==> config.mk <==
export PLATFORM = sky130hd
export DESIGN_NAME = rcrb_regbank
export DESIGN_NICKNAME = d
export VERILOG_FILES = /design/src/rtl/rcrb_pkg.sv /design/src/rtl/rcrb_regbank.sv
export SDC_FILE = /design/constraint.sdc
export NUM_CORES = 1
export LEC_CHECK = 0
export BUFFER_PORTS_ARGS = -buffer_cell sky130_fd_sc_hd__buf_4
export CAP_MARGIN = 20
export CORE_ASPECT_RATIO = 0.6
export CORE_MARGIN = 5
export CORE_UTILIZATION = 35
export CTS_BUF_LIST = sky130_fd_sc_hd__clkbuf_4
export CTS_CLUSTER_DIAMETER = 60
export DETAILED_ROUTE_END_ITERATION = 8
export PLACE_DENSITY = 0.6
export REMOVE_ABC_BUFFERS = 1
export SYNTH_ARGS = -nofsm -noshare
export SYNTH_HDL_FRONTEND = slang
export SYNTH_SLANG_ARGS = --single-unit
==> constraint.sdc <==
create_clock -name i_ref_clk -period 3.11 [get_ports i_ref_clk]
set_input_delay 0.4665 -clock i_ref_clk [delete_from_list [all_inputs] [get_ports i_ref_clk]]
set_output_delay 0.4665 -clock i_ref_clk [all_outputs]
set_load 0.01 [all_outputs]
==> src/rtl/rcrb_pkg.sv <==
package rcrb_pkg;
   // ==========================================================
   // Word layout
   // ==========================================================
   localparam int WORD_W = 16;
   localparam int CNT_W  = 5;
   localparam logic [4:0] CNT_FULL = 5'h10;

   // Register selector, one code per write register
   typedef enum logic [3:0] {
      RCRB_R_SETUP   = 4'h0,
      RCRB_R_TRIM    = 4'h1,
      RCRB_R_CHAN    = 4'h2,
      RCRB_R_PATH    = 4'h3,
      RCRB_R_DEMOD   = 4'h4,
      RCRB_R_BUFSET  = 4'h5,
      RCRB_R_RATE    = 4'h6,
      RCRB_R_SLEEP   = 4'h7,
      RCRB_R_DUTY    = 4'h8,
      RCRB_R_SUPPLY  = 4'h9,
      RCRB_R_NONE    = 4'hF
   } rcrb_reg_sel_t;

   // ==========================================================
   // Command prefixes (value and mask of the upper bits)
   // ==========================================================
   localparam logic [15:0] PFX_SETUP_MASK  = 16'hE000;
   localparam logic [15:0] PFX_SETUP       = 16'h8000;
   localparam logic [15:0] PFX_CHAN_MASK   = 16'hF000;
   localparam logic [15:0] PFX_CHAN        = 16'hA000;
   localparam logic [15:0] PFX_SLEEP_MASK  = 16'hE000;
   localparam logic [15:0] PFX_SLEEP       = 16'hE000;
   localparam logic [15:0] PFX_BYTE_MASK   = 16'hFF00;
   localparam logic [15:0] PFX_TRIM        = 16'hC600;
   localparam logic [15:0] PFX_PATH        = 16'hC000;
   localparam logic [15:0] PFX_DEMOD       = 16'hC400;
   localparam logic [15:0] PFX_BUFSET      = 16'hCE00;
   localparam logic [15:0] PFX_RATE        = 16'hC800;
   localparam logic [15:0] PFX_DUTY        = 16'hCC00;
   localparam logic [15:0] PFX_SUPPLY      = 16'hC200;

   // ==========================================================
   // Power-on words
   // ==========================================================
   localparam logic [15:0] POR_SETUP  = 16'h893A;
   localparam logic [15:0] POR_TRIM   = 16'hC6F7;
   localparam logic [15:0] POR_CHAN   = 16'hA680;
   localparam logic [15:0] POR_PATH   = 16'hC0C1;
   localparam logic [15:0] POR_DEMOD  = 16'hC42C;
   localparam logic [15:0] POR_BUFSET = 16'hCE89;
   localparam logic [15:0] POR_RATE   = 16'hC823;
   localparam logic [15:0] POR_SLEEP  = 16'hE196;
   localparam logic [15:0] POR_DUTY   = 16'hCC0E;
   localparam logic [15:0] POR_SUPPLY = 16'hC200;

   // ==========================================================
   // Field positions
   // ==========================================================
   localparam int SET_BAND_HI = 12;
   localparam int SET_BAND_LO = 11;
   localparam int SET_LBD     = 10;
   localparam int SET_WAKE    = 9;
   localparam int SET_OSC     = 8;
   localparam int SET_CAP_HI  = 7;
   localparam int SET_CAP_LO  = 4;
   localparam int SET_BB_HI   = 3;
   localparam int SET_BB_LO   = 1;
   localparam int SET_CLKDIS  = 0;
   localparam int TRIM_EN     = 0;
   localparam int BUF_FILL_HI = 7;
   localparam int BUF_FILL_LO = 4;
   localparam int SUP_THR_HI  = 4;

   // Baseband codes that are reserved
   localparam logic [2:0] BB_RSVD_LO = 3'h0;
   localparam logic [2:0] BB_RSVD_HI = 3'h7;

   // Status word as sent, most significant field first
   typedef struct packed {
      logic       buffer_fill_reached;
      logic       buffer_overrun_flag;
      logic       sleep_timer_overflow_flag;
      logic       supply_low_flag;
      logic       buffer_empty_flag;
      logic       strength_above_flag;
      logic       good_quality_flag;
      logic       bit_clock_locked_flag;
      logic       adjust_cycle_toggle;
      logic       freq_stable_flag;
      logic       offset_sign;
      logic [4:0] offset_mag;
   } rcrb_status_t;

   // Decoded main setup fields
   typedef struct packed {
      logic [1:0] band_select;
      logic       supply_monitor_enable;
      logic       sleep_timer_enable;
      logic       reference_osc_enable;
      logic [3:0] load_cap_code;
      logic [2:0] baseband_width_code;
      logic       host_clock_output_disable;
   } rcrb_setup_t;

   // Events and levels reported by the radio core
   typedef struct packed {
      logic       fill_bit;
      logic       overrun;
      logic       sleep_ovf;
      logic       supply_low;
      logic       empty;
      logic       strength_above;
      logic       good_quality;
      logic       locked;
      logic       adjust_done;
      logic [5:0] offset;
   } rcrb_core_t;
endpackage

==> src/rtl/rcrb_regbank.sv <==
`timescale 1ns/1ps
// Summary of operation
// - First bit zero reads status, one writes
// - Bits 15..13 prefix selects main setup word
// - Each register has prefix and power-on word
// - Bit 15 set when fill count reached
// - Bit 14 overrun, cleared after status read
// - Bit 13 timer overflow, cleared after read
// - Bit 12 high while supply below threshold and setup bit 10 enables the monitor
// - Bit 11 high while buffer empty
// - Bit 10 high while strength above threshold
// - Bit 9 high while data quality good
// - Bit 8 high while bit clock locked
// - Bit 7 toggles per adjust cycle
// - Bit 6 set on two equal offsets
// - Bit 5 gives offset sign
// - Bits 4..0 give offset magnitude
// - Setup bits 12..11 select band
// - Setup bit 10 enables supply monitor
// - Setup bit 9 enables sleep timer
// - Setup bit 8 enables reference oscillator
// - Setup bits 7..4 select load capacitance
// - Setup bit 0 disables host clock output
// - Setup bits 3..1 select baseband width
module rcrb_regbank #(
   parameter int SYNC_STAGES = 2
) (
   // Clock and reset
   input  wire logic                  i_ref_clk,
   input  wire logic                  i_reset_n,
   // Serial port pins
   input  wire logic                  i_sel_n,
   input  wire logic                  i_sck,
   input  wire logic                  i_sdi,
   output logic                       o_sdo,
   // Radio core reports (same clock)
   input  wire rcrb_pkg::rcrb_core_t  i_core,
   // Decoded setup fields
   output rcrb_pkg::rcrb_setup_t      o_setup,
   output logic                       o_bb_reserved,
   output logic                       o_trim_adjust_enable,
   output logic [3:0]                 o_fill_limit,
   output logic [4:0]                 o_supply_threshold,
   // Whole stored words of the other registers except trim
   output logic [15:0]                o_carrier_channel_word,
   output logic [15:0]                o_rx_path_control,
   output logic [15:0]                o_demod_setup,
   output logic [15:0]                o_rx_buffer_setup,
   output logic [15:0]                o_bit_rate_setup,
   output logic [15:0]                o_sleep_period_setup,
   output logic [15:0]                o_listen_duty_setup,
   output logic [15:0]                o_supply_monitor_setup
);
   // Only the two-flop synchroniser is built; other depths are refused
   if (SYNC_STAGES != 2) begin : g_bad_stages
      $error("rcrb_regbank: SYNC_STAGES must be 2");
   end

   // ==========================================================
   // Pin synchronisers
   // ==========================================================
   logic [1:0] sel_s_r;                 // Select, stage 0 read only by stage 1
   logic [1:0] sck_s_r;                 // Serial clock
   logic [1:0] sdi_s_r;                 // Serial data
   logic       sck_d_r;                 // Previous synced clock for edges

   // Two flops per pin; the link clock is sampled, not used as a clock
   always_ff @(posedge i_ref_clk or negedge i_reset_n) begin
      if (!i_reset_n) begin
         sel_s_r <= 2'h3;
         sck_s_r <= 2'h0;
         sdi_s_r <= 2'h0;
         sck_d_r <= 1'b0;
      end else begin
         sel_s_r <= {sel_s_r[0], i_sel_n};
         sck_s_r <= {sck_s_r[0], i_sck};
         sdi_s_r <= {sdi_s_r[0], i_sdi};
         sck_d_r <= sck_s_r[1];
      end
   end

   logic sel_act;                       // Frame is open
   logic sck_rise;                      // Sample edge
   logic sck_fall;                      // Shift edge
   assign sel_act  = ~sel_s_r[1];
   assign sck_rise = sel_act & sck_s_r[1] & ~sck_d_r;
   assign sck_fall = sel_act & ~sck_s_r[1] & sck_d_r;

   // ==========================================================
   // Word receiver
   // ==========================================================
   logic [15:0] shift_r;                // Bits received so far
   logic [4:0]  cnt_r;                  // Bits received in this frame
   logic        is_read_r;              // Frame is a status read
   logic        sel_d_r;                // Previous frame state
   logic        word_done;              // Full word ended with select high
   logic        read_done;              // Status read completed

   // Bit counter and shifter; a frame shorter than 16 bits is dropped
   always_ff @(posedge i_ref_clk or negedge i_reset_n) begin
      if (!i_reset_n) begin
         shift_r   <= 16'h0000;
         cnt_r     <= 5'h00;
         is_read_r <= 1'b0;
         sel_d_r   <= 1'b0;
      end else begin
         sel_d_r <= sel_act;
         if (!sel_act) begin
            cnt_r <= 5'h00;
         end else if (sck_rise && cnt_r != rcrb_pkg::CNT_FULL) begin
            shift_r <= {shift_r[14:0], sdi_s_r[1]};
            cnt_r   <= cnt_r + 5'h01;
            if (cnt_r == 5'h00) begin
               is_read_r <= ~sdi_s_r[1];
            end
         end
      end
   end

   // Words act only when select rises after sixteen or more bits; bits past the 16th are ignored
   assign word_done = sel_d_r & ~sel_act & (cnt_r == rcrb_pkg::CNT_FULL);
   assign read_done = word_done & is_read_r;

   // ==========================================================
   // Prefix decode
   // ==========================================================
   rcrb_pkg::rcrb_reg_sel_t wsel;

   // Longer prefixes tried first so the three-bit ones cannot shadow them
   always_comb begin
      wsel = rcrb_pkg::RCRB_R_NONE;
      if ((shift_r & rcrb_pkg::PFX_BYTE_MASK) == rcrb_pkg::PFX_TRIM) begin
         wsel = rcrb_pkg::RCRB_R_TRIM;
      end else if ((shift_r & rcrb_pkg::PFX_BYTE_MASK) == rcrb_pkg::PFX_PATH) begin
         wsel = rcrb_pkg::RCRB_R_PATH;
      end else if ((shift_r & rcrb_pkg::PFX_BYTE_MASK) == rcrb_pkg::PFX_DEMOD) begin
         wsel = rcrb_pkg::RCRB_R_DEMOD;
      end else if ((shift_r & rcrb_pkg::PFX_BYTE_MASK) == rcrb_pkg::PFX_BUFSET) begin
         wsel = rcrb_pkg::RCRB_R_BUFSET;
      end else if ((shift_r & rcrb_pkg::PFX_BYTE_MASK) == rcrb_pkg::PFX_RATE) begin
         wsel = rcrb_pkg::RCRB_R_RATE;
      end else if ((shift_r & rcrb_pkg::PFX_BYTE_MASK) == rcrb_pkg::PFX_DUTY) begin
         wsel = rcrb_pkg::RCRB_R_DUTY;
      end else if ((shift_r & rcrb_pkg::PFX_BYTE_MASK) == rcrb_pkg::PFX_SUPPLY) begin
         wsel = rcrb_pkg::RCRB_R_SUPPLY;
      end else if ((shift_r & rcrb_pkg::PFX_CHAN_MASK) == rcrb_pkg::PFX_CHAN) begin
         wsel = rcrb_pkg::RCRB_R_CHAN;
      end else if ((shift_r & rcrb_pkg::PFX_SETUP_MASK) == rcrb_pkg::PFX_SETUP) begin
         wsel = rcrb_pkg::RCRB_R_SETUP;
      end else if ((shift_r & rcrb_pkg::PFX_SLEEP_MASK) == rcrb_pkg::PFX_SLEEP) begin
         wsel = rcrb_pkg::RCRB_R_SLEEP;
      end
   end

   // ==========================================================
   // Write registers
   // ==========================================================
   logic [15:0] setup_r;
   logic [15:0] trim_r;
   logic [15:0] chan_r;
   logic [15:0] path_r;
   logic [15:0] demod_r;
   logic [15:0] bufset_r;
   logic [15:0] rate_r;
   logic [15:0] sleep_r;
   logic [15:0] duty_r;
   logic [15:0] supply_r;

   // Whole word is stored; prefix bits are constant so this is harmless
   always_ff @(posedge i_ref_clk or negedge i_reset_n) begin
      if (!i_reset_n) begin
         setup_r  <= rcrb_pkg::POR_SETUP;
         trim_r   <= rcrb_pkg::POR_TRIM;
         chan_r   <= rcrb_pkg::POR_CHAN;
         path_r   <= rcrb_pkg::POR_PATH;
         demod_r  <= rcrb_pkg::POR_DEMOD;
         bufset_r <= rcrb_pkg::POR_BUFSET;
         rate_r   <= rcrb_pkg::POR_RATE;
         sleep_r  <= rcrb_pkg::POR_SLEEP;
         duty_r   <= rcrb_pkg::POR_DUTY;
         supply_r <= rcrb_pkg::POR_SUPPLY;
      end else if (word_done && !is_read_r) begin
         unique case (wsel)
            rcrb_pkg::RCRB_R_SETUP:  setup_r  <= shift_r;
            rcrb_pkg::RCRB_R_TRIM:   trim_r   <= shift_r;
            rcrb_pkg::RCRB_R_CHAN:   chan_r   <= shift_r;
            rcrb_pkg::RCRB_R_PATH:   path_r   <= shift_r;
            rcrb_pkg::RCRB_R_DEMOD:  demod_r  <= shift_r;
            rcrb_pkg::RCRB_R_BUFSET: bufset_r <= shift_r;
            rcrb_pkg::RCRB_R_RATE:   rate_r   <= shift_r;
            rcrb_pkg::RCRB_R_SLEEP:  sleep_r  <= shift_r;
            rcrb_pkg::RCRB_R_DUTY:   duty_r   <= shift_r;
            rcrb_pkg::RCRB_R_SUPPLY: supply_r <= shift_r;
            rcrb_pkg::RCRB_R_NONE:   ;
         endcase
      end
   end

   // ==========================================================
   // Status flags
   // ==========================================================
   logic       fill_r;                  // Fill count reached, follows core
   logic       ovr_r;                   // Overrun, cleared after read
   logic       wake_r;                  // Timer overflow, cleared after read
   logic       tgl_r;                   // Adjust cycle toggle
   logic       stable_r;                // Two equal offsets seen
   logic [5:0] last_off_r;              // Previous offset measurement

   // Sticky overrun and wake flags: a new event in the clearing cycle wins over the clear
   always_ff @(posedge i_ref_clk or negedge i_reset_n) begin
      if (!i_reset_n) begin
         fill_r <= 1'b0;
         ovr_r  <= 1'b0;
         wake_r <= 1'b0;
      end else begin
         // Fill flag drops once the buffer drains, as the core reports
         fill_r <= i_core.fill_bit;
         if (i_core.overrun) begin
            ovr_r <= 1'b1;
         end else if (read_done) begin
            ovr_r <= 1'b0;
         end
         // Overflows only count while the sleep timer is enabled
         if (i_core.sleep_ovf && setup_r[rcrb_pkg::SET_WAKE]) begin
            wake_r <= 1'b1;
         end else if (read_done) begin
            wake_r <= 1'b0;
         end
      end
   end

   // Frequency adjuster tracking
   always_ff @(posedge i_ref_clk or negedge i_reset_n) begin
      if (!i_reset_n) begin
         tgl_r      <= 1'b0;
         stable_r   <= 1'b0;
         last_off_r <= 6'h00;
      end else if (i_core.adjust_done) begin
         tgl_r      <= ~tgl_r;
         stable_r   <= (i_core.offset == last_off_r);
         last_off_r <= i_core.offset;
      end
   end

   rcrb_pkg::rcrb_status_t stat;

   // Live status; monitor bit reads low while the monitor is off
   always_comb begin
      stat.buffer_fill_reached       = fill_r;
      stat.buffer_overrun_flag       = ovr_r;
      stat.sleep_timer_overflow_flag = wake_r;
      stat.supply_low_flag           = i_core.supply_low
                                       & setup_r[rcrb_pkg::SET_LBD];
      stat.buffer_empty_flag         = i_core.empty;
      stat.strength_above_flag       = i_core.strength_above;
      stat.good_quality_flag         = i_core.good_quality;
      stat.bit_clock_locked_flag     = i_core.locked;
      stat.adjust_cycle_toggle       = tgl_r;
      stat.freq_stable_flag          = stable_r;
      stat.offset_sign               = i_core.offset[5];
      stat.offset_mag                = i_core.offset[4:0];
   end

   // ==========================================================
   // Status shifter
   // ==========================================================
   logic [15:0] tx_r;                   // Snapshot being sent

   // Snapshot at select fall so the word is coherent; MSB out first.
   // The offset is frozen in the snapshot too; later adjuster cycles show on the next read.
   always_ff @(posedge i_ref_clk or negedge i_reset_n) begin
      if (!i_reset_n) begin
         tx_r  <= 16'h0000;
         o_sdo <= 1'b0;
      end else if (sel_act && !sel_d_r) begin
         tx_r  <= stat;
         o_sdo <= 1'b0;
      // The fall after the 16th rise must still shift, or bit 0 never leaves
      end else if (sck_fall && is_read_r) begin
         o_sdo <= tx_r[15];
         tx_r  <= {tx_r[14:0], 1'b0};
      end else if (!sel_act) begin
         o_sdo <= 1'b0;
      end
   end

   // ==========================================================
   // Decoded outputs
   // ==========================================================
   always_ff @(posedge i_ref_clk or negedge i_reset_n) begin
      if (!i_reset_n) begin
         o_setup                <= '0;
         o_bb_reserved          <= 1'b0;
         o_trim_adjust_enable   <= 1'b0;
         o_fill_limit           <= 4'h0;
         o_supply_threshold     <= 5'h00;
         o_carrier_channel_word <= 16'h0000;
         o_rx_path_control      <= 16'h0000;
         o_demod_setup          <= 16'h0000;
         o_rx_buffer_setup      <= 16'h0000;
         o_bit_rate_setup       <= 16'h0000;
         o_sleep_period_setup   <= 16'h0000;
         o_listen_duty_setup    <= 16'h0000;
         o_supply_monitor_setup <= 16'h0000;
      end else begin
         o_setup.band_select <= setup_r[rcrb_pkg::SET_BAND_HI:rcrb_pkg::SET_BAND_LO];
         o_setup.supply_monitor_enable <= setup_r[rcrb_pkg::SET_LBD];
         o_setup.sleep_timer_enable    <= setup_r[rcrb_pkg::SET_WAKE];
         o_setup.reference_osc_enable  <= setup_r[rcrb_pkg::SET_OSC];
         o_setup.load_cap_code <= setup_r[rcrb_pkg::SET_CAP_HI:rcrb_pkg::SET_CAP_LO];
         o_setup.baseband_width_code <= setup_r[rcrb_pkg::SET_BB_HI:rcrb_pkg::SET_BB_LO];
         o_setup.host_clock_output_disable <= setup_r[rcrb_pkg::SET_CLKDIS];
         o_bb_reserved <=
            (setup_r[rcrb_pkg::SET_BB_HI:rcrb_pkg::SET_BB_LO] == rcrb_pkg::BB_RSVD_LO) |
            (setup_r[rcrb_pkg::SET_BB_HI:rcrb_pkg::SET_BB_LO] == rcrb_pkg::BB_RSVD_HI);
         o_trim_adjust_enable   <= trim_r[rcrb_pkg::TRIM_EN];
         o_fill_limit <= bufset_r[rcrb_pkg::BUF_FILL_HI:rcrb_pkg::BUF_FILL_LO];
         o_supply_threshold     <= supply_r[rcrb_pkg::SUP_THR_HI:0];
         o_carrier_channel_word <= chan_r;
         o_rx_path_control      <= path_r;
         o_demod_setup          <= demod_r;
         o_rx_buffer_setup      <= bufset_r;
         o_bit_rate_setup       <= rate_r;
         o_sleep_period_setup   <= sleep_r;
         o_listen_duty_setup    <= duty_r;
         o_supply_monitor_setup <= supply_r;
      end
   end

   // ==========================================================
   // Checks
   // ==========================================================
   property p_overrun_set;
      @(posedge i_ref_clk) disable iff (!i_reset_n)
      i_core.overrun |=> ovr_r;
   endproperty
   a_overrun_set: assert property (p_overrun_set) else $error("overrun lost");

   property p_overrun_clear;
      @(posedge i_ref_clk) disable iff (!i_reset_n)
      (read_done && !i_core.overrun) |=> !ovr_r;
   endproperty
   a_overrun_clear: assert property (p_overrun_clear) else $error("overrun kept");

   property p_wake_clear;
      @(posedge i_ref_clk) disable iff (!i_reset_n)
      (read_done && !i_core.sleep_ovf) |=> !wake_r;
   endproperty
   a_wake_clear: assert property (p_wake_clear) else $error("wake flag kept");

   property p_toggle;
      @(posedge i_ref_clk) disable iff (!i_reset_n)
      i_core.adjust_done |=> (tgl_r != $past(tgl_r));
   endproperty
   a_toggle: assert property (p_toggle) else $error("toggle missed");

   property p_short_frame;
      @(posedge i_ref_clk) disable iff (!i_reset_n)
      (sel_d_r && !sel_act && cnt_r != rcrb_pkg::CNT_FULL) |=> $stable(setup_r);
   endproperty
   a_short_frame: assert property (p_short_frame) else $error("short word stored");

   property p_setup_write;
      @(posedge i_ref_clk) disable iff (!i_reset_n)
      (word_done && !is_read_r && wsel == rcrb_pkg::RCRB_R_SETUP)
         |=> (setup_r == $past(shift_r)) ##2 (o_setup.host_clock_output_disable == setup_r[0]);
   endproperty
   a_setup_write: assert property (p_setup_write) else $error("setup not stored");

   property p_band_out;
      @(posedge i_ref_clk) disable iff (!i_reset_n)
      $changed(setup_r) |=> (o_setup.band_select == $past(setup_r[12:11]));
   endproperty
   a_band_out: assert property (p_band_out) else $error("band field wrong");

   property p_stable;
      @(posedge i_ref_clk) disable iff (!i_reset_n)
      (i_core.adjust_done && i_core.offset == last_off_r) |=> stable_r;
   endproperty
   a_stable: assert property (p_stable) else $error("stable flag missed");

   property p_read_no_write;
      @(posedge i_ref_clk) disable iff (!i_reset_n)
      read_done |=> $stable(trim_r) && $stable(chan_r);
   endproperty
   a_read_no_write: assert property (p_read_no_write) else $error("read wrote");
endmodule

; ---- Word level (Yosys, flattened, before mapping)
; Index checks and enable logic that the tools add are counted.
[op_classes]
n_addsub = 1
n_mux = 20
n_eq_ne = 23
bitwise = 14
n_reduce_logical = 27
[ops]
columns = operator, count
row1 = "equality test 8 bit, second input constant", 7
row2 = 2-to-1 mux 4 bit, 10
row3 = 2-to-1 mux 16 bit, 2
row4 = AND reduction 2 bit, 11
row5 = "equality test 4 x 3 -> 1 bit, second input constant", 4
row6 = "equality test 4 bit, second input constant", 3
row7 = 2-to-1 mux 5 bit, 2
row8 = "equality test 3 bit, second input constant", 3
row9 = bitwise AND 1 bit, 8
row10 = "equality test 4 x 2 -> 1 bit, second input constant", 2
row11 = nonzero test 2 bit, 4
row12 = equality test 6 bit, 1
row13 = 2-to-1 mux 1 bit, 6
row14 = "adder 5 x 1 -> 5 bit, second input constant", 1
row15 = "equality test 5 bit, second input constant", 1
row16 = logical AND 1 bit, 5
row17 = zero test 5 bit, 1
row18 = "inequality test 5 bit, second input constant", 1
row19 = NOT 1 bit, 5
row20 = "equality test 4 x 1 -> 1 bit, second input constant", 1
row21 = zero test 4 bit, 1
row22 = zero test 3 bit, 1
row23 = AND reduction 3 bit, 1
row24 = nonzero test 3 bit, 1
row25 = other kinds (2), 3
[word_totals]
ff_bits = 352

; ---- Longest topological paths before layout
; Gate-level depths: netlist of the first run.
[depth]
ltp_word = 13
mapped_depth = 9
mapped_depth_nobuf = 7

; ---- Least setup slack after synthesis of the first run
; OpenSTA, ideal clock, no wires.
[synth_timing]
path_kind = register -> register
start = register shift_r[11]
end = register chan_r[8]
path_buffers = 2
path_stages_with_launch = 8
path_slack_ps = 654
arrival_time_ps = 2331
setup_time_ps = 125
cell_sequence = dfrtp_1 > clkbuf_1 > and3b_1 > or4_4 > a21boi_4 > nor4b_4 > buf_4 > mux2_2
[synth_between]
elab_chain_len = 10
word_cells_on_any_way = 16
cone_classes = eq/ne (8) / mux (7) / reduce/logical (1)
[synth_rtl]
columns = element, line
row1 = from (decl), rcrb_regbank.sv:92  ; logic [15:0] shift_r;
row2 = from (signal assigned), rcrb_regbank.sv:111  ; shift_r <= {shift_r[14:0], sdi_s_r[1]};
row3 = equality test 8 bit, rcrb_regbank.sv:144  ; end else if ((shift_r & rcrb_pkg::PFX_BYTE_MASK) == rcrb_pkg::PFX_SUPPLY) begin
row4 = 2-to-1 mux 4 bit, rcrb_regbank.sv:144
row5 = 2-to-1 mux 4 bit, rcrb_regbank.sv:142  ; end else if ((shift_r & rcrb_pkg::PFX_BYTE_MASK) == rcrb_pkg::PFX_DUTY) begin
row6 = 2-to-1 mux 4 bit, rcrb_regbank.sv:140  ; end else if ((shift_r & rcrb_pkg::PFX_BYTE_MASK) == rcrb_pkg::PFX_RATE) begin
row7 = 2-to-1 mux 4 bit, rcrb_regbank.sv:138  ; end else if ((shift_r & rcrb_pkg::PFX_BYTE_MASK) == rcrb_pkg::PFX_BUFSET) begin
row8 = 2-to-1 mux 4 bit, rcrb_regbank.sv:136  ; end else if ((shift_r & rcrb_pkg::PFX_BYTE_MASK) == rcrb_pkg::PFX_DEMOD) begin
row9 = 2-to-1 mux 4 bit, rcrb_regbank.sv:134  ; end else if ((shift_r & rcrb_pkg::PFX_BYTE_MASK) == rcrb_pkg::PFX_PATH) begin
row10 = 2-to-1 mux 4 bit *, rcrb_regbank.sv:132  ; if ((shift_r & rcrb_pkg::PFX_BYTE_MASK) == rcrb_pkg::PFX_TRIM) begin
row11 = equality test 4 x 2 -> 1 bit *, rcrb_regbank.sv:183  ; unique case (wsel)
row12 = AND reduction 2 bit (no source line) *, -
row13 = to (signal assigned), rcrb_regbank.sv:174  ; chan_r <= rcrb_pkg::POR_CHAN;
row14 = to (signal assigned), rcrb_regbank.sv:186  ; rcrb_pkg::RCRB_R_CHAN: chan_r <= shift_r;
row15 = to (decl), rcrb_regbank.sv:160  ; logic [15:0] chan_r;
; Mark *: on every way between the ends. The rest lies on a longest branch, timed or not.
; A chain may end at the register's enable or synchronous reset.

; ---- Worst setup path after layout of the first run
[layout_timing]
start = register shift_r[8]
end = register setup_r[2]
[layout_between]
elab_chain_len = 10
word_cells_on_any_way = 16
cone_classes = eq/ne (7) / mux (7) / reduce/logical (2)
[layout_rtl]
columns = element, line
row1 = equality test 8 bit, rcrb_regbank.sv:144
row2 = 2-to-1 mux 4 bit, rcrb_regbank.sv:144
row3 = 2-to-1 mux 4 bit, rcrb_regbank.sv:142
row4 = 2-to-1 mux 4 bit, rcrb_regbank.sv:140
row5 = 2-to-1 mux 4 bit, rcrb_regbank.sv:138
row6 = 2-to-1 mux 4 bit, rcrb_regbank.sv:136
row7 = 2-to-1 mux 4 bit, rcrb_regbank.sv:134
row8 = 2-to-1 mux 4 bit *, rcrb_regbank.sv:132
row9 = zero test 4 bit *, rcrb_regbank.sv:183
row10 = AND reduction 2 bit (no source line) *, -
row11 = to (signal assigned), rcrb_regbank.sv:172  ; setup_r <= rcrb_pkg::POR_SETUP;
row12 = to (signal assigned), rcrb_regbank.sv:184  ; rcrb_pkg::RCRB_R_SETUP: setup_r <= shift_r;
row13 = to (decl), rcrb_regbank.sv:158  ; logic [15:0] setup_r;
; Marked as above.

==> metrics.md, run 1 <==
| Metric | Value |
|---|---|
| Most frequent cell after synthesis | dfrtp_1 |
| Syn-to-layout area delta | 27.2% |
| DIE HEIGHT | 150 um |
| Delay-heaviest family, CP | simple AND/OR/NAND/NOR gates |
| Library cells used by synthesis | 42 |
| Power Total | 8.66 mW |
| Total wire length | 23.6 mm |
| Adder-cell share of the synthesized area | 0.220% |
| Total track usage | 13.5% |
| Seq/Total Area, Yosys | 76.2% |
| Vias in the first global route | 6793 |
| Multi-input gate area in the final layout | 2480 um2 |
| Proportion of layout cells with a drive suffix above 1 | 47.5% |
| TritonRoute pass-1 iters | 4 |
| F_max | 362 MHz |
| Routed Antenna Nets | 0 |
| RSZ-0062 raised after global routing | no |
| Worst setup path endpoint | setup_r[2] |
| Overflow after GRT | 0 |
| Max Slew Vio Count | 0 |
| Slowest cell on crit path | or3b_1 |
| Mean area per synthesized cell | 15.9 um2 |
| Yosys top cell by area | dfrtp_1 |
| # clock sinks | 343 |
| Flops & latches, synth | 343 |
| Main combinational cell family by area after synthesis | multiplexers |
| Top cells by area, synth | dfrtp_1, dfstp_2, mux2_2, nand2_1, mux2_4 |
| Synth Instances | 716 |
| Reg2Reg Setup Slack | 350 ps |
| DIE WIDTH | 243 um |
| Max_cap viols | 0 |
| Initial DRC count | 288 |
| Critical path depth | 5 |
| Leakage power | 7.46 nW |
| Critical path buffers and inverters | 0 |
| Peak supply drop | 266 uV |
| Setup repair bufs after CTS | 0 |
| H-tree levels | 3 |
| HPWL Detailed | 14.9 mm |
| IO Port Bufs | 172 |
| Largest net degree at the start of global routing | 90 |
| Xor/xnor share of the synthesized area | 0.925% |
| Synth top area share | 63.0% |
| Simple-gate area share of the yosys netlist | 8.03% |
| Clock transition at path regs | 70 ps |
| Initial antenna violation count | 2 |
| Outcome | finished clean |
| Fillers | 2907 |
| Vias | 6255 |
| Data required time of the worst path | 3700 ps |
| Site Rows | 51 |
| WP data arrival | 3350 ps |
| Compound-Gate Fraction of Synth Area | 1.70% |
| Worst flop-to-flop path endpoint | setup_r[2] |
| Root buffer cell | clkbuf_4 |
| Post-synth EDFFs | 0 |
| Total CTS buffers | 82 |
| Avg Vias per Cell | 4.30 |
| Startpoint types | register |
| Core Region | 32200 um2 |
| CP Max Fanout | 13 |
| Placer Congestion | 0.762 |
| Post-synth top cells | dfrtp_1, mux2_2, dfstp_2 |
| DRC Markers | 0 |
| Synth Flop Type | dfrtp_1 |
| Clk_lat worst skew | 720 ps |
| Global-route wire length before repair | 38.1 mm |
| Tcrit/Tclk final | 88.8% |
| Netlist Area Pre-Place | 11400 um2 |
| Register area | 8650 um2 |
| Io pins | 173 |
| Maximum clock insertion buffer count | 3 |
| Dpl ws | 345 ps |
| Worst Setup SP | shift_r[8] |
| Final Critical Period | 2760 ps |
| Slew Limit Headroom | 45.7% |
| WL/cell | 16.2 um |
| Setup ws final | 348 ps |
| Final setup fails | 0 |
| Yosys Warn Count | 0 |
| Asr flop ratio synth | 100% |
| Layout Skew | 34.8 ps |
| Worst-Margin Slew | 814 ps |
| PD cells | 599 nW/um2 |
| Placed insts | 1285 |
| CTS tree | built |
| Worst Setup End Kind | register |
| Worst R2R Path Depth | 5 |
| Worst min path class | input pin to async pin |
| Critical path, cell by cell | nand4bb_1 > or4_4 > a21boi_4 > or3b_1 > mux2_4 |
| Worst r2r src | shift_r[8] |
| Nets | 986 |
| CP max stage delay | 720 ps |
| Fin. Hold Viols | 0 |
| Non-Filler Instances | 1456 |
| Starting density of the core | 35.3% |
| Critical path type | register to register |
| Die area | 36300 um2 |
| Mux cell area share after synthesis | 10.9% |
==> state kept, by name, indices dropped and copies added, names as in the netlist, 5 cells and up <==
name                    cells
bufset_r                   16
chan_r                     16
cnt_r                       5
demod_r                    16
duty_r                     16
last_off_r                  6
o_bit_rate_setup           16
o_carrier_channel_word     16
o_demod_setup              16
o_listen_duty_setup        16
o_rx_buffer_setup          16
o_rx_path_control          16
o_setup                    13
o_sleep_period_setup       16
o_supply_monitor_setup     16
path_r                     16
rate_r                     16
setup_r                    13
shift_r                    16
sleep_r                    16
supply_r                   16
tx_r                       16
==> how the worst min path moves through the flow <==
| stage | start | to | slack (ps) | cells after the start |
|---|---|---|---|---|
| 2_1_floorplan | i_reset_n | bufset_r[12] | 170 | 0 |
| 3_3_place_gp | sdi_s_r[0] | sdi_s_r[1] | 340 | 0 |
| 3_5_place_dp | sck_s_r[0] | sck_s_r[1] | 340 | 0 |
| 4_1_cts | i_reset_n | o_demod_setup[1] | 170 | 2 |
| 5_1_grt | i_reset_n | o_demod_setup[14] | 200 | 2 |
| 6_report | i_reset_n | o_demod_setup[14] | 260 | 2 |
==> worst register-to-register path: cells and delay by family (launching register included) <==
| kind | cells | cell delay, ps |
|---|---|---|
| AOI/OAI and AO/OA | 1 | 250 |
| and+or+nand+nor | 3 | 1550 |
| muxes | 1 | 420 |
| DFF | 1 | 430 |
==> layout make-up <==
type,count,area share (%)
Timing Repair Buffer,207,11.6
Antenna cell,3,0.0520
Tap cell,424,3.67
Multi-Input combinational cell,323,17.2
Clock inverter,18,0.658
Clock buffer,131,6.81
Inverter,7,0.182
Sequential cell,343,59.9
==> layer usage <==
metal	global-route usage [%]	part of all wire (%)
met1	19.1	48
met2	19.0	43
met3	5.43	6.7
met4	4.48	1.7
met5	0	0.030
==> cell families (layout without fill, tap and decap cells) <==
group | Yosys count | after routing
flops | 343 | 343
simple gates | 168 | 168
mux | 108 | 108
buf+inv | 50 | 363
compound gates | 33 | 33
xor+xnor | 12 | 12
fa+ha+maj | 2 | 2
other cells | 0 | 3
==> stage by stage <==
step | TNS [ps] | hold slack [ps] | utilization, % | instance area (um2)
after global routing | 0 | 198 | 44.8 | 14500
final | 0 | 257 | 44.8 | 14500
after CTS | 0 | 170 | 44.8 | 14400
after floorplan | -6870 | 171 | - | 11200
after global placement | 0 | 339 | 40.9 | 13200
after detailed placement | 0 | 345 | 40.9 | 13200
==> timing repair <==
item | CTS | global route
gates resized for setup | 0 | 0
hold buffers | 19 | 0
hold endpoints to repair | 81 | 0
==> report_power, final <==
| group | leakage [nW] | internal, mW | switching (mW) |
|---|---|---|---|
| sequential | 4.49 | 4.55 | 0.149 |
| combinational | 2.31 | 0.114 | 0.160 |
| clock | 0.654 | 1.99 | 1.70 |
==> cells in the final DEF, fill, tap and decap left out, types with 10 or more instances in the layout <==
master and instances:
dlygate4sd3_1 19, nor2b_1 14, mux2_2 79, or2_2 13, a21oi_1 22, clkbuf_4 131, nand2b_1 15, buf_4 182
dfstp_2 57, dfrtp_1 286, nand2_1 53, nor2_1 22, mux2_4 10, mux2i_1 15, clkinv_1 13, and2_1 19
Power figures use the tool's default switching activity.
==> inputs of run 2 (changes only) <==
Settings changed: CTS_BUF_LIST sky130_fd_sc_hd__clkbuf_4 to default.
==> metrics.md, run 2 (synthesized netlist as in run 1, its figures left out) <==
| Metric | Value |
|---|---|
| Outcome | finished clean |
| Setup repair bufs after CTS | 0 (unchanged) |
| Vias in the first global route | 6304 (-7.2%) |
| Max_cap viols | 0 (unchanged) |
| H-tree levels | 2 (-1) |
| Total wire length | 23.3 mm (-1.3%) |
| Maximum clock insertion buffer count | 3 (unchanged) |
| Syn-to-layout area delta | 26.4% |
| Worst Setup End Kind | register |
| Nets | 920 (-6.7%) |
| Placer Congestion | 0.762 (unchanged) |
| Total CTS buffers | 34 (-59%) |
| Worst-Margin Slew | 804 ps (-10.4 ps) |
| Fillers | 2874 (-1.1%) |
| Root buffer cell | clkbuf_16 |
| RSZ-0062 raised after global routing | no |
| Peak supply drop | 277 uV (+4.1%) |
| Placed insts | 1285 (unchanged) |
| HPWL Detailed | 14.9 mm (unchanged) |
| F_max | 363 MHz (+0.14%) |
| Layout Skew | 13.1 ps (-21.7 ps) |
| Worst Setup SP | shift_r[8] |
| Vias | 5923 (-5.3%) |
| Avg Vias per Cell | 4.40 (+2.4%) |
| Slowest cell on crit path | or3b_1 |
| WL/cell | 17.3 um (+6.6%) |
| Routed Antenna Nets | 0 (unchanged) |
| Most frequent cells in the layout | dfrtp_1, buf_4, mux2_2 |
| Final setup fails | 0 (unchanged) |
| Largest net degree at the start of global routing | 90 (unchanged) |
| IO Port Bufs | 172 (unchanged) |
| Clock transition at path regs | 60 ps (about the same) |
| DRC Markers | 0 (unchanged) |
| Global-route wire length before repair | 37.2 mm (-2.5%) |
| PD cells | 643 nW/um2 (+7.3%) |
| Initial antenna violation count | 0 (-2) |
| Slew Limit Headroom | 46.4% (+0.69 points) |
| Core Region | 32200 um2 (unchanged) |
| Critical path, cell by cell | nand4bb_1 > or4_4 > a21boi_4 > or3b_1 > mux2_4 |
| Fin. Hold Viols | 0 (unchanged) |
| Antenna cells | 0 (-3) |
| Worst min path class | input pin to register |
| Worst hold slack | 60.4 ps (-197 ps) |
| Hold_sp | i_sdi |
| CP max stage delay | 720 ps (about the same) |
| CP Max Fanout | 13 (unchanged) |
| Commonest non-fill, non-tap cell in the layout | dfrtp_1 |
| Proportion of layout cells with a drive suffix above 1 | 43.8% (-3.8 points) |
| Final Critical Period | 2760 ps (-3.76 ps) |
| Critical path type | register to register |
| Non-Filler Instances | 1347 (-7.5%) |
| DIE HEIGHT | 150 um (unchanged) |
| Starting density of the core | 35.3% (unchanged) |
| Data required time of the worst path | 3510 ps (-190 ps) |
| Startpoint types | register |
| Total track usage | 13.0% (-0.45 points) |
| Worst r2r src | shift_r[8] |
| Site Rows | 51 (unchanged) |
| DIE WIDTH | 243 um (unchanged) |
| Tcrit/Tclk final | 88.7% (-0.12 points) |
| WP data arrival | 3160 ps (-190 ps) |
| CTS tree | built |
| Io pins | 173 (unchanged) |
| Clk_lat worst skew | 520 ps (-200 ps) |
| # clock sinks | 343 (unchanged) |
| Initial DRC count | 275 (-4.5%) |
| Die area | 36300 um2 (unchanged) |
| Leakage power | 7.30 nW (-2.1%) |
| TritonRoute pass-1 iters | 4 (unchanged) |
| Max Slew Vio Count | 0 (unchanged) |
| Overflow after GRT | 0 (unchanged) |
## run 2: routing by layer
layer	track usage, %	vias up	part of all wire (%)
li1	-	2725	-
met1	19.3	3018	49
met2	18.8	138	43
met3	3.98	42	6.4
met4	3.49	0	1.8
met5	0	-	0
## run 2: final timing paths
kind                       cells after the start  slack [ps]           endpoint
setup / recovery                               5         350         setup_r[9]
hold / removal                                 1          60         sdi_s_r[0]
setup reg to reg                               5         350         setup_r[9]
hold reg to reg                                0         350         sck_s_r[1]
max in group asynchronous                      3        1760         sel_s_r[1]
min in group asynchronous                      2         450  o_demod_setup[14]
## run 2: critical path: cells and delay by family (launching register included)
kind            cells  cell delay, ps
compound gates      1             250
mux                 1             420
flops               1             430
simple gates        3            1540
## run 2: metrics by stage
stage	util, %	setup TNS (ps)	setup slack, ps	total power, mW	area, um2
after floorplan	-	-6870	-412	4.82	11200
after global placement	40.9	0	388	5.04	13200
after detailed placement	40.9	0	345	5.05	13200
after CTS	44.6	0	342	9.41	14400
after global routing	44.6	0	243	9.63	14400
final	44.6	0	352	9.24	14400
## run 2: where the power goes
part | total, mW | switching [mW] | internal [mW]
registers | 4.70 | 0.150 | 4.55
clock network | 4.28 | 1.69 | 2.60
logic | 0.255 | 0.156 | 0.0993
## run 2: cell type report
class	instances	area [um2]	area share, %
Tap cell	424	531	3.69
Clock buffer	54	1060	7.38
Clock inverter	7	120	0.836
Timing Repair Buffer	189	1490	10.4
Multi-Input combinational cell	323	2480	17.3
Sequential cell	343	8650	60.3
Inverter	7	26.3	0.183
## run 2: timing repair
action / 4_1_cts / 5_1_grt
resized for setup: 0 / 0
hold buffers: 1 / 0
hold endpoints to repair: 41 / 0
